===== src/common/cpu_decoder_map.svh =====
`ifndef CPU_DECODER_MAP_SVH
`define CPU_DECODER_MAP_SVH
// How it works
// - register selector 000..111: B C D E H L memory A
// - pair selector: BC, DE, HL, stack_pointer
// - port in/out: two bytes, three cycles
// - interrupt enable, mask, halt: one byte, one cycle
// - restart 11 exp 111: one byte, three cycles
// - carry flip and carry set: one byte, one cycle
// - all-zero byte is no_operation, one cycle
// - register increment/decrement: one byte, three cycles
// - stack push/pop of a pair: three cycles
// - pair add to HL: one byte, three cycles
// - pair increment/decrement: one byte, one cycle
// - swaps and stack pointer load from HL
// - four accumulator rotates: one byte, one cycle
// - register copy: one cycle, two with memory
// - indirect accumulator store/load via BC or DE
// - register ALU ops, eight kinds, one cycle
// - direct addressing: three bytes, four or five cycles
// - pair load immediate: three bytes, three cycles
// - register load immediate: two or three cycles
// - immediate ALU ops: two bytes, two cycles
// - jumps: three bytes, three cycles, eight conditions
// - jump to HL: one byte, one cycle
// - carry jump taken on 1, no-carry on 0
// - minus jump on sign 1, plus on 0

// register byte addresses
`define REG_CTRL 8'h00
`define REG_PC 8'h04
`define REG_FLAGS 8'h08
`define REG_HL 8'h0C
`define REG_OPINFO 8'h10
`define REG_OPERAND 8'h14
`define REG_FIELDS 8'h18

// field positions
`define CTRL_START_BIT 0
`define CTRL_BUSY_BIT 1
`define FLAG_ZERO_BIT 0
`define FLAG_CARRY_BIT 1
`define FLAG_PARITY_BIT 2
`define FLAG_SIGN_BIT 3
`define OPINFO_LEN_LSB 8
`define OPINFO_CYC_LSB 12
`define FIELDS_MEMOP_BIT 8
`define FIELDS_TAKEN_BIT 9
`define FIELDS_PAIR_LSB 10
`define FIELDS_SP_BIT 12
`define OPERAND_ADDR_LSB 16

// reset values and selector codes
`define PC_RESET 16'h0000
`define SEL_MEMORY 3'h6
`define PAIR_SP 2'h3

// fixed opcodes and opcode groups
`define OP_IN 8'hDB
`define OP_OUT 8'hD3
`define OP_INT_EN 8'hFB
`define OP_INT_MASK 8'hF3
`define OP_HALT 8'h76
`define OP_CARRY_FLIP 8'h3F
`define OP_CARRY_SET 8'h37
`define OP_NOP 8'h00
`define OP_SWAP_DE 8'hEB
`define OP_SWAP_TOP 8'hE3
`define OP_SP_FROM_HL 8'hF9
`define OP_JUMP_PAIR 8'hE9
`define OP_JUMP 8'hC3
`define PAT_INC 8'b00???100
`define PAT_DEC 8'b00???101
`define PAT_PUSH 8'b11??0101
`define PAT_POP 8'b11??0001
`define PAT_PAIR_ADD 8'b00??1001
`define PAT_PAIR_INC 8'b00??0011
`define PAT_PAIR_DEC 8'b00??1011
`define PAT_ROTATE 8'b000??111
`define PAT_COPY 8'b01??????
`define PAT_ACC_IND 8'b000??010
`define PAT_ALU_REG 8'b10??????
`define PAT_DIRECT 8'b001??010
`define PAT_PAIR_IMM 8'b00??0001
`define PAT_REG_IMM 8'b00???110
`define PAT_ALU_IMM 8'b11???110
`define PAT_JUMP_COND 8'b11???010
`define PAT_RESTART 8'b11???111
`endif


===== src/common/cpu_decoder_pkg.sv =====
package cpu_decoder_pkg;
  typedef enum logic [5:0] {
    CL_UNKNOWN, CL_PORT_IN, CL_PORT_OUT, CL_INT_ENABLE, CL_INT_MASK, CL_HALT,
    CL_RESTART, CL_CARRY_FLIP, CL_CARRY_SET, CL_NO_OPERATION, CL_REG_INC,
    CL_REG_DEC, CL_PUSH, CL_POP, CL_PAIR_ADD, CL_PAIR_INC, CL_PAIR_DEC,
    CL_SWAP_DE_HL, CL_SWAP_TOP_HL, CL_SP_FROM_HL, CL_ROTATE, CL_REG_COPY,
    CL_STORE_IND, CL_LOAD_IND, CL_ALU_REG, CL_STORE_ACC_DIR, CL_LOAD_ACC_DIR,
    CL_STORE_PAIR_DIR, CL_LOAD_PAIR_DIR, CL_PAIR_LOAD_IMM, CL_REG_LOAD_IMM,
    CL_ALU_IMM, CL_JUMP_PAIR, CL_JUMP, CL_JUMP_COND
  } op_class_t;

  typedef struct packed {
    op_class_t cls;
    logic [1:0] len;
    logic [2:0] cyc;
    logic memop;
  } decode_t;

  typedef enum logic [2:0] {
    ST_IDLE, ST_OPCODE, ST_LOW, ST_HIGH, ST_RESOLVE
  } fetch_state_t;
endpackage : cpu_decoder_pkg


===== src/core/cpu_instruction_decoder.sv =====
// Register access over APB and the register addresses were chosen for this implementation.
`timescale 1ns/1ps
`include "cpu_decoder_map.svh"

module cpu_instruction_decoder
  import cpu_decoder_pkg::*;
#(
  parameter int ADDR_W = 16
) (
  input wire logic SYS_CLK_I,
  input wire logic RST_N_I,
  input wire logic PSEL_I,
  input wire logic PENABLE_I,
  input wire logic PWRITE_I,
  input wire logic [7:0] PADDR_I,
  input wire logic [31:0] PWDATA_I,
  output logic [31:0] PRDATA_O,
  output logic PREADY_O,
  output logic PSLVERR_O,
  output logic MEM_REQ_O,
  output logic [ADDR_W-1:0] MEM_ADDR_O,
  input wire logic MEM_ACK_I,
  input wire logic [7:0] MEM_RDATA_I,
  output logic DECODE_DONE_O
);

  // the operand and pc registers are sixteen bits, so wider buses cannot be served
  if (ADDR_W < 8 || ADDR_W > 16) begin : g_bad_addr_w
    $error("ADDR_W must lie between 8 and 16");
  end

  // opcode classifier: fixed opcodes sit above the groups they overlap
  function automatic decode_t decode_op(input logic [7:0] op);
    decode_t d;
    d.cls = CL_UNKNOWN;
    d.len = 2'h1;
    d.cyc = 3'h1;
    d.memop = 1'b0;
    casez (op)
      `OP_IN: begin
        d.cls = CL_PORT_IN;
        d.len = 2'h2;
        d.cyc = 3'h3;
      end
      `OP_OUT: begin
        d.cls = CL_PORT_OUT;
        d.len = 2'h2;
        d.cyc = 3'h3;
      end
      `OP_INT_EN: d.cls = CL_INT_ENABLE;
      `OP_INT_MASK: d.cls = CL_INT_MASK;
      `OP_HALT: d.cls = CL_HALT;
      `OP_CARRY_FLIP: d.cls = CL_CARRY_FLIP;
      `OP_CARRY_SET: d.cls = CL_CARRY_SET;
      `OP_NOP: d.cls = CL_NO_OPERATION;
      `OP_SWAP_DE: d.cls = CL_SWAP_DE_HL;
      `OP_SWAP_TOP: begin
        d.cls = CL_SWAP_TOP_HL;
        d.cyc = 3'h5;
      end
      `OP_SP_FROM_HL: d.cls = CL_SP_FROM_HL;
      `OP_JUMP_PAIR: d.cls = CL_JUMP_PAIR;
      `OP_JUMP: begin
        d.cls = CL_JUMP;
        d.len = 2'h3;
        d.cyc = 3'h3;
      end
      `PAT_RESTART: begin
        d.cls = CL_RESTART;
        d.cyc = 3'h3;
      end
      `PAT_INC: begin
        d.cls = CL_REG_INC;
        d.cyc = 3'h3;
        d.memop = (op[5:3] == `SEL_MEMORY);
      end
      `PAT_DEC: begin
        d.cls = CL_REG_DEC;
        d.cyc = 3'h3;
        d.memop = (op[5:3] == `SEL_MEMORY);
      end
      `PAT_PUSH: begin
        d.cls = CL_PUSH;
        d.cyc = 3'h3;
      end
      `PAT_POP: begin
        d.cls = CL_POP;
        d.cyc = 3'h3;
      end
      `PAT_PAIR_ADD: begin
        d.cls = CL_PAIR_ADD;
        d.cyc = 3'h3;
      end
      `PAT_PAIR_INC: d.cls = CL_PAIR_INC;
      `PAT_PAIR_DEC: d.cls = CL_PAIR_DEC;
      `PAT_ROTATE: d.cls = CL_ROTATE;
      `PAT_COPY: begin
        // memory on either side costs the extra cycle
        d.cls = CL_REG_COPY;
        d.memop = (op[5:3] == `SEL_MEMORY) || (op[2:0] == `SEL_MEMORY);
        d.cyc = d.memop ? 3'h2 : 3'h1;
      end
      `PAT_ACC_IND: begin
        // bit 4 picks BC or DE, bit 3 splits store from load
        d.cls = op[3] ? CL_LOAD_IND : CL_STORE_IND;
        d.cyc = 3'h2;
      end
      `PAT_ALU_REG: begin
        d.cls = CL_ALU_REG;
        d.memop = (op[2:0] == `SEL_MEMORY);
      end
      `PAT_DIRECT: begin
        d.len = 2'h3;
        d.cyc = op[4] ? 3'h4 : 3'h5;
        case (op[4:3])
          2'h0: d.cls = CL_STORE_PAIR_DIR;
          2'h1: d.cls = CL_LOAD_PAIR_DIR;
          2'h2: d.cls = CL_STORE_ACC_DIR;
          default: d.cls = CL_LOAD_ACC_DIR;
        endcase
      end
      `PAT_PAIR_IMM: begin
        d.cls = CL_PAIR_LOAD_IMM;
        d.len = 2'h3;
        d.cyc = 3'h3;
      end
      `PAT_REG_IMM: begin
        d.cls = CL_REG_LOAD_IMM;
        d.len = 2'h2;
        d.memop = (op[5:3] == `SEL_MEMORY);
        d.cyc = d.memop ? 3'h3 : 3'h2;
      end
      `PAT_ALU_IMM: begin
        d.cls = CL_ALU_IMM;
        d.len = 2'h2;
        d.cyc = 3'h2;
      end
      `PAT_JUMP_COND: begin
        d.cls = CL_JUMP_COND;
        d.len = 2'h3;
        d.cyc = 3'h3;
      end
      default: d.cls = CL_UNKNOWN;
    endcase
    return d;
  endfunction : decode_op

  fetch_state_t state_q;
  logic [15:0] pc_q;
  logic [3:0] flags_q;
  logic [15:0] hl_q;
  logic [7:0] opcode_q;
  logic [15:0] operand_q;
  decode_t dec_q;
  decode_t dec_now;
  logic taken_q;
  logic [15:0] eff_addr_q;
  logic mem_req_q;
  logic [ADDR_W-1:0] mem_addr_q;
  logic done_q;
  logic [31:0] prdata_q;
  logic pready_q;
  logic pslverr_q;
  logic [31:0] rd_word;
  logic rd_hit;
  logic wr_en;
  logic start;
  logic cond_met;
  logic flag_pick;
  logic [15:0] seq_pc;
  logic [15:0] next_pc;
  logic [15:0] eff_addr;
  logic byte_in;

  assign dec_now = decode_op(MEM_RDATA_I);
  assign byte_in = mem_req_q && MEM_ACK_I;

  // writes land only on the access edge, when pready is already high
  assign wr_en = PSEL_I && PENABLE_I && PWRITE_I && pready_q;
  assign start = wr_en && (PADDR_I == `REG_CTRL) && PWDATA_I[`CTRL_START_BIT]
                 && (state_q == ST_IDLE);

  // apb answer: one wait-free access phase, read data prepared in setup
  always_ff @(posedge SYS_CLK_I or negedge RST_N_I) begin
    if (!RST_N_I) begin
      pready_q <= 1'b0;
      prdata_q <= 32'h0000_0000;
      pslverr_q <= 1'b0;
    end else begin
      pready_q <= PSEL_I && !PENABLE_I;
      if (PSEL_I && !PENABLE_I) begin
        prdata_q <= PWRITE_I ? 32'h0000_0000 : rd_word;
        pslverr_q <= !rd_hit;
      end else begin
        prdata_q <= 32'h0000_0000;
        pslverr_q <= 1'b0;
      end
    end
  end

  // read mux; unmapped addresses read zero and flag an error
  always_comb begin
    rd_word = 32'h0000_0000;
    rd_hit = 1'b1;
    case (PADDR_I)
      `REG_CTRL: rd_word[`CTRL_BUSY_BIT] = (state_q != ST_IDLE);
      `REG_PC: rd_word[15:0] = pc_q;
      `REG_FLAGS: rd_word[3:0] = flags_q;
      `REG_HL: rd_word[15:0] = hl_q;
      `REG_OPINFO: begin
        rd_word[7:0] = opcode_q;
        rd_word[`OPINFO_LEN_LSB +: 2] = dec_q.len;
        rd_word[`OPINFO_CYC_LSB +: 3] = dec_q.cyc;
      end
      `REG_OPERAND: begin
        rd_word[15:0] = operand_q;
        rd_word[`OPERAND_ADDR_LSB +: 16] = eff_addr_q;
      end
      `REG_FIELDS: begin
        rd_word[5:0] = dec_q.cls;
        rd_word[`FIELDS_MEMOP_BIT] = dec_q.memop;
        rd_word[`FIELDS_TAKEN_BIT] = taken_q;
        rd_word[`FIELDS_PAIR_LSB +: 2] = opcode_q[5:4];
        rd_word[`FIELDS_SP_BIT] = (opcode_q[5:4] == `PAIR_SP);
      end
      default: rd_hit = 1'b0;
    endcase
  end

  // software-held context: flags and HL may change at any time
  always_ff @(posedge SYS_CLK_I or negedge RST_N_I) begin
    if (!RST_N_I) begin
      flags_q <= 4'h0;
      hl_q <= 16'h0000;
    end else if (wr_en) begin
      if (PADDR_I == `REG_FLAGS) begin
        flags_q <= PWDATA_I[3:0];
      end
      if (PADDR_I == `REG_HL) begin
        hl_q <= PWDATA_I[15:0];
      end
    end
  end

  // condition field: bits 5:4 pick the flag, bit 3 the sense wanted
  always_comb begin
    case (opcode_q[5:4])
      2'h0: flag_pick = flags_q[`FLAG_ZERO_BIT];
      2'h1: flag_pick = flags_q[`FLAG_CARRY_BIT];
      2'h2: flag_pick = flags_q[`FLAG_PARITY_BIT];
      default: flag_pick = flags_q[`FLAG_SIGN_BIT];
    endcase
    cond_met = (flag_pick == opcode_q[3]);
  end

  // next pc and operand address, valid in the resolve state
  always_comb begin
    seq_pc = 16'(mem_addr_q) + 16'h0001;
    next_pc = seq_pc;
    if (dec_q.cls == CL_JUMP || (dec_q.cls == CL_JUMP_COND && cond_met)) begin
      next_pc = operand_q;
    end else if (dec_q.cls == CL_JUMP_PAIR) begin
      next_pc = hl_q;
    end
    eff_addr = 16'h0000;
    if (dec_q.memop) begin
      eff_addr = hl_q;
    end else if (dec_q.cls inside {CL_STORE_ACC_DIR, CL_LOAD_ACC_DIR,
                                   CL_STORE_PAIR_DIR, CL_LOAD_PAIR_DIR}) begin
      eff_addr = operand_q;
    end
  end

  // fetch sequencer: opcode, then low byte, then high byte
  always_ff @(posedge SYS_CLK_I or negedge RST_N_I) begin
    if (!RST_N_I) begin
      state_q <= ST_IDLE;
    end else begin
      case (state_q)
        ST_IDLE: if (start) begin
          state_q <= ST_OPCODE;
        end
        ST_OPCODE: if (byte_in) begin
          state_q <= (dec_now.len == 2'h1) ? ST_RESOLVE : ST_LOW;
        end
        ST_LOW: if (byte_in) begin
          state_q <= (dec_q.len == 2'h3) ? ST_HIGH : ST_RESOLVE;
        end
        ST_HIGH: if (byte_in) begin
          state_q <= ST_RESOLVE;
        end
        ST_RESOLVE: state_q <= ST_IDLE;
        default: state_q <= ST_IDLE;
      endcase
    end
  end

  // memory request: held until acknowledged, addresses climb by one
  always_ff @(posedge SYS_CLK_I or negedge RST_N_I) begin
    if (!RST_N_I) begin
      mem_req_q <= 1'b0;
      mem_addr_q <= '0;
    end else if (start) begin
      mem_req_q <= 1'b1;
      mem_addr_q <= pc_q[ADDR_W-1:0];
    end else if (byte_in) begin
      if ((state_q == ST_OPCODE && dec_now.len != 2'h1)
          || (state_q == ST_LOW && dec_q.len == 2'h3)) begin
        mem_addr_q <= mem_addr_q + ADDR_W'(1);
      end else begin
        mem_req_q <= 1'b0;
      end
    end
  end

  // captured instruction bytes and their decode
  always_ff @(posedge SYS_CLK_I or negedge RST_N_I) begin
    if (!RST_N_I) begin
      opcode_q <= 8'h00;
      operand_q <= 16'h0000;
      dec_q <= '0;
    end else if (byte_in) begin
      case (state_q)
        ST_OPCODE: begin
          opcode_q <= MEM_RDATA_I;
          dec_q <= dec_now;
          operand_q <= 16'h0000;
        end
        ST_LOW: operand_q[7:0] <= MEM_RDATA_I;
        ST_HIGH: operand_q[15:8] <= MEM_RDATA_I;
        default: operand_q <= operand_q;
      endcase
    end
  end

  // pc: software may move it only while idle, resolve advances it
  always_ff @(posedge SYS_CLK_I or negedge RST_N_I) begin
    if (!RST_N_I) begin
      pc_q <= `PC_RESET;
    end else if (state_q == ST_RESOLVE) begin
      pc_q <= next_pc;
    end else if (wr_en && PADDR_I == `REG_PC && state_q == ST_IDLE) begin
      pc_q <= PWDATA_I[15:0];
    end
  end

  // results and completion pulse
  always_ff @(posedge SYS_CLK_I or negedge RST_N_I) begin
    if (!RST_N_I) begin
      taken_q <= 1'b0;
      eff_addr_q <= 16'h0000;
      done_q <= 1'b0;
    end else begin
      done_q <= (state_q == ST_RESOLVE);
      if (state_q == ST_RESOLVE) begin
        taken_q <= (dec_q.cls == CL_JUMP) || (dec_q.cls == CL_JUMP_PAIR)
                   || (dec_q.cls == CL_JUMP_COND && cond_met);
        eff_addr_q <= eff_addr;
      end
    end
  end

  assign PRDATA_O = prdata_q;
  assign PREADY_O = pready_q;
  assign PSLVERR_O = pslverr_q;
  assign MEM_REQ_O = mem_req_q;
  assign MEM_ADDR_O = mem_addr_q;
  assign DECODE_DONE_O = done_q;

endmodule : cpu_instruction_decoder


===== config.mk =====
export PLATFORM = sky130hd
export DESIGN_NAME = cpu_instruction_decoder
export DESIGN_NICKNAME = d
export VERILOG_FILES = /design/src/common/cpu_decoder_pkg.sv /design/src/core/cpu_instruction_decoder.sv
export VERILOG_INCLUDE_DIRS = /design/src /design/src/common
export SDC_FILE = /design/constraint.sdc
export NUM_CORES = 1
export LEC_CHECK = 0
export BUFFER_PORTS_ARGS = -buffer_cell sky130_fd_sc_hd__buf_2
export CELL_PAD_IN_SITES_DETAIL_PLACEMENT = 1
export CELL_PAD_IN_SITES_GLOBAL_PLACEMENT = 2
export CORE_MARGIN = 3
export CORE_UTILIZATION = 39
export DETAILED_ROUTE_END_ITERATION = 10
export PLACE_DENSITY = 0.83
export SETUP_SLACK_MARGIN = 0.1
export SLEW_MARGIN = 20
export SYNTH_ARGS = -nofsm -noshare
export SYNTH_HDL_FRONTEND = slang
export SYNTH_SLANG_ARGS = --single-unit
export TNS_END_PERCENT = 50

===== constraint.sdc =====
create_clock -name SYS_CLK_I -period 5.7 [get_ports SYS_CLK_I]
set_input_delay 1.14 -clock SYS_CLK_I [delete_from_list [all_inputs] [get_ports SYS_CLK_I]]
set_output_delay 1.14 -clock SYS_CLK_I [all_outputs]
set_load 0.1 [all_outputs]

== Yosys cells after proc, flatten, opt, wreduce, memory -nomap -nowiden ==
Cells that the tools add are included.
Widths: inputs -> output; s select.

* Flip-flop bits (word level): 144
* Input bits: 54
* Output and inout port bits: 52
* Logic and storage cells: 183

* $add $sub $neg: 1
* Equal/unequal tests: 62
* Multiplexer cells: 50
* Reductions and logical operators: 51

{| class="wikitable"
|+ Operators by type and width
! cell !! count
|-
| $mux 16 || 10
|-
| $pmux 6 s22 || 1
|-
| $eq 8x8->1 const B || 9
|-
| $mux 32 || 2
|-
| $pmux 6 s8 || 1
|-
| $pmux 8 s2 || 2
|-
| $eq 6x6->1 const B || 5
|-
| $eq 6x5->1 const B || 4
|-
| $eq 8x5->1 const B || 3
|-
| $pmux 2 s4 || 3
|-
| $pmux 2 s5 || 2
|-
| $reduce_or 20->1 || 1
|-
| $reduce_or 19->1 || 1
|-
| $eq 6x4->1 const B || 3
|-
| $mux 3 || 6
|-
| $pmux 3 s3 || 2
|-
| $add 16x1->16 const B || 1
|-
| $eq 8x4->1 const B || 2
|-
| $eq 8x6->1 const B || 2
|-
| $logic_not 8->1 || 2
|-
| $eq 5x3->1 const B || 3
|-
| $eq 5x5->1 const B || 3
|-
| $pmux 3 s5 || 1
|-
| $reduce_and 2->1 || 7
|-
| 38 further kinds || 88
|}

== Depth between registers and ports, before layout ==
* Depth in word-level cells: 10
* Gate-level depth with buffers: 9
* Depth with buffers taken out: 8

== Worst setup path before layout ==
OpenSTA, ideal clock, no wires.

* Kind: input-to-reg
* Start: input port PADDR_I[5]
* End: register hl_q[0]
* Setup time: 0.125 ns
* Data arrival time: 2.676 ns
* Required time: 5.575 ns
* Path slack: 2.899 ns
* Stages on the path: 8
* Path buffers: 3
* Cells stage by stage: nor3_2 -> and3b_1 -> clkbuf_1 -> and3_1 -> and2_1 -> buf_4 -> buf_6 -> mux2_2

* Longest elaborated chain between the ends: 2

{| class="wikitable"
|+ Ends and longest elaborated chain
! item !! RTL line !! source
|-
| from (decl) || cpu_instruction_decoder.sv:15 || <nowiki>input wire logic [7:0] PADDR_I,</nowiki>
|-
| $eq 8x4->1 || n/a ||
|-
| $reduce_and 2->1 (no line) || n/a ||
|-
| to (signal assigned) || cpu_instruction_decoder.sv:240 || <nowiki>hl_q <= PWDATA_I[15:0];</nowiki>
|-
| to (decl) || cpu_instruction_decoder.sv:151 || <nowiki>logic [15:0] hl_q;</nowiki>
|}

No other way between the ends.
A chain may end at the register's enable or synchronous reset.

== Final worst setup path ==
* Start: input port PADDR_I[5]
* End: register hl_q[15]

The elaborated chain is that of the path after synthesis.

==> metrics <==
status finished clean; total CTS buffers 17; Site Rows 51; mapped cell area slightly below 8000 um^2; final worst slack 2.30 ns; simple-gate share of the synthesized area 21.3%; postcts setup bufs 0; Sequential Power Share 41.8%; H-tree depth 4; CP Capture Type flip-flop; synth cell count leaders dfrtp_1, nor2_1, nand2_1; pwr/cell area 267 nW/um^2; antenna-violating nets left 0; Min-Delay Startpoint eff_addr_q[3]; RSZ-0062 raised after global routing no; area delta synth->final 16.1%; height of the die 148 um; total power 2450 uW; Switching Share 22.0%; CP Data Required Time ~6 ns; internal power roughly 1900 uW; crit path kind in2reg; DRC 0; FMAX 294 MHz; clock buffer depth 2; Reg2Reg Setup Slack 2.71 ns; Primary FF master, synth dfrtp_1; fin nets 948; Clock Sinks 144; total gr overflow 0; cell with the most instances after synthesis dfrtp_1; hold endpoint PRDATA_O[19]; share of cells above drive strength 1 a little over a fifth; clock share of power 52.6%; power share of the combinational group 5.5%; vias per std cell 5.93; num ports 106; Avg WL per Cell 22.7 um; post-synthesis sequential area ratio about 46%; GP Congestion 0.898; global router's overall resource usage between 20% and 30%; Die X 148 um; largest cells by area after synthesis dfrtp_1, mux2_2, nor2_1; reg2reg start opcode_q[4]; area share of the largest cell type after synthesis 45.5%; XOR/XNOR Fraction of Synth Area 3.43%; cts hold-fix bufs 0; largest family of logic cells by synthesized area simple AND/OR/NAND/NOR gates; clk slew on worst S/H paths 0.06 ns; Placed Instances 1,135; worst-skew pair later-pin latency roughly 0.43 ns; CTS tree done; Async SR Flop Fraction 100%; # setup viols final 0; Synth Area in Adders 0.633%; worst relative slew slack between 20% and 30%; worst hold-check path type reg2reg; Clock Tree Root clkbuf_16; initial antenna violation count 0; Final TNS setup 0 ns; vias in the first global route 7,433; Peak supply drop 125 uV; flops & latches, synth about 140; first-pass GRT wire length 42,500 um; worst-path fanout max 16; Synth area leader dfrtp_1; max cap viols 0; Reg2Reg Depth 5; worst-margin pin slew around 1.1 ns; final worst path period need 3.40 ns; reg-to-reg critical path endpoint pc_q[0]; pin count of the biggest net entering global routing 100; Post-Syn Nets 891; post-cts resize count 0; DP Wirelength approximately 19,000 um; Core Region 19,700 um^2; P_leak 0.00419 uW; Hold Violations, Final 0; Routed WL 26,500 um; via count 6,920; Die Area 22,000 um^2; Critical path origin PADDR_I[5]; # port buffers 89; router iterations before antenna repair 5; Netlist cell types 73; ant diodes 0; mux share of post-synthesis cell area 7.02%; Clock Skews 0.00486 ns; Net Sw Power 538 uW; pre-CTS setup slack 1.67 ns; WHS Path Cells 1; synth warn 0; Layout Cells excl Fill 1,167; EDFF count, synth 0; Iter 0 DRT Violations 559; Avg Cell Area, Syn 9.50 um^2; Syn Inst Count about 830; Final Max Slew Viols 0; Final Core Density between 40% and 50%; crit path launch type primary input; CP Data Arrival Time 3.71 ns; Starting Density 40.1%; final period utilization 59.6%; complex-gate fraction of the synthesized area 18.2%
-- power groups by stage --
stage          combinational [uW]  clock (uW)  sequential (uW)
4_1_cts                       135        1300             1020
3_5_place_dp                  135           0             1040
5_1_grt                       149        1360             1020
6_report                      135        1290             1020
3_3_place_gp                  131           0             1040
2_1_floorplan                67.1           0             1050
-- kinds of logic after synthesis --
group / Yosys count
and+or+nand+nor: 327
DFF: 144
buffers and inverters: 70
adders and majority gates: 4
AOI/OAI and AO/OA: 207
xor gates and xnor gates: 31
muxes: 50
-- area by class of cell --
cell class | count | area, um^2
timing repair buffer | 98 | 523
tap | 265 | 332
sequential | 144 | 3600
fill | 2248 | 10500
multi-input combinational | 619 | 4020
clock inverter | 10 | 206
clock buffer | 21 | 470
inverter | 10 | 37.5
-- placed cells by master (no fill, tap or decap), types with 15 or more instances in the layout --
cell       synthesis  layout
nand3_1           23      23
nand2_1           88      88
a221oi_1          24      24
o21ai_0           30      30
dfrtp_1          144     144
buf_2             13      88
a21oi_1           56      56
clkbuf_16          0      17
mux2i_1           15      15
xnor2_1           24      24
mux2_2            34      34
nor2_1            95      95
and2_1            18      18
-- how the worst max path moves through the flow --
stage	endpoint	slack (ns)	depth (start not counted)
after floorplan	hl_q[0]	2.90	8
after global placement	MEM_ADDR_O[2]	1.76	7
after detailed placement	MEM_ADDR_O[2]	1.67	7
after CTS	MEM_ADDR_O[2]	2.13	7
after global routing	MEM_ADDR_O[2]	2.17	8
final	hl_q[15]	2.30	6
-- registers in the layout, summed over array words and instances, names as in the netlist --
name,count
state_q,3
hl_q,16
flags_q,4
operand_q,16
MEM_ADDR_O,16
PSLVERR_O,1
DECODE_DONE_O,1
MEM_REQ_O,1
pc_q,16
opcode_q,8
PREADY_O,1
taken_q,1
eff_addr_q,16
PRDATA_O,32
dec_q,12
-- worst max-delay path, stage by stage --
cell,delay [ns]
buf_2,0.11
nor3_2,0.29
and3b_1,0.42
and3_1,0.55
and2_1,0.77
mux2_2,0.42
-- metal layers --
| layer | vias to the layer above | track usage, % | part of all wire, % |
|---|---|---|---|
| li1 | 3146 | - | - |
| met3 | 43 | 4.33 | 4.9 |
| met4 | 0 | 8.73 | 2.3 |
| met5 | - | 0 | 0 |
| met1 | 3527 | 32.3 | 43 |
| met2 | 204 | 41.1 | 49 |
-- per-stage QoR --
| stage | cell area, um^2 | hold WS, ns |
|---|---|---|
| floorplan | 7910 | 0.442 |
| global placement | 8500 | 0.463 |
| detailed placement | 8500 | 0.471 |
| CTS | 9180 | 0.485 |
| global route | 9190 | 0.499 |
| finish | 9190 | 0.478 |
(Power assumes the default switching activity.)
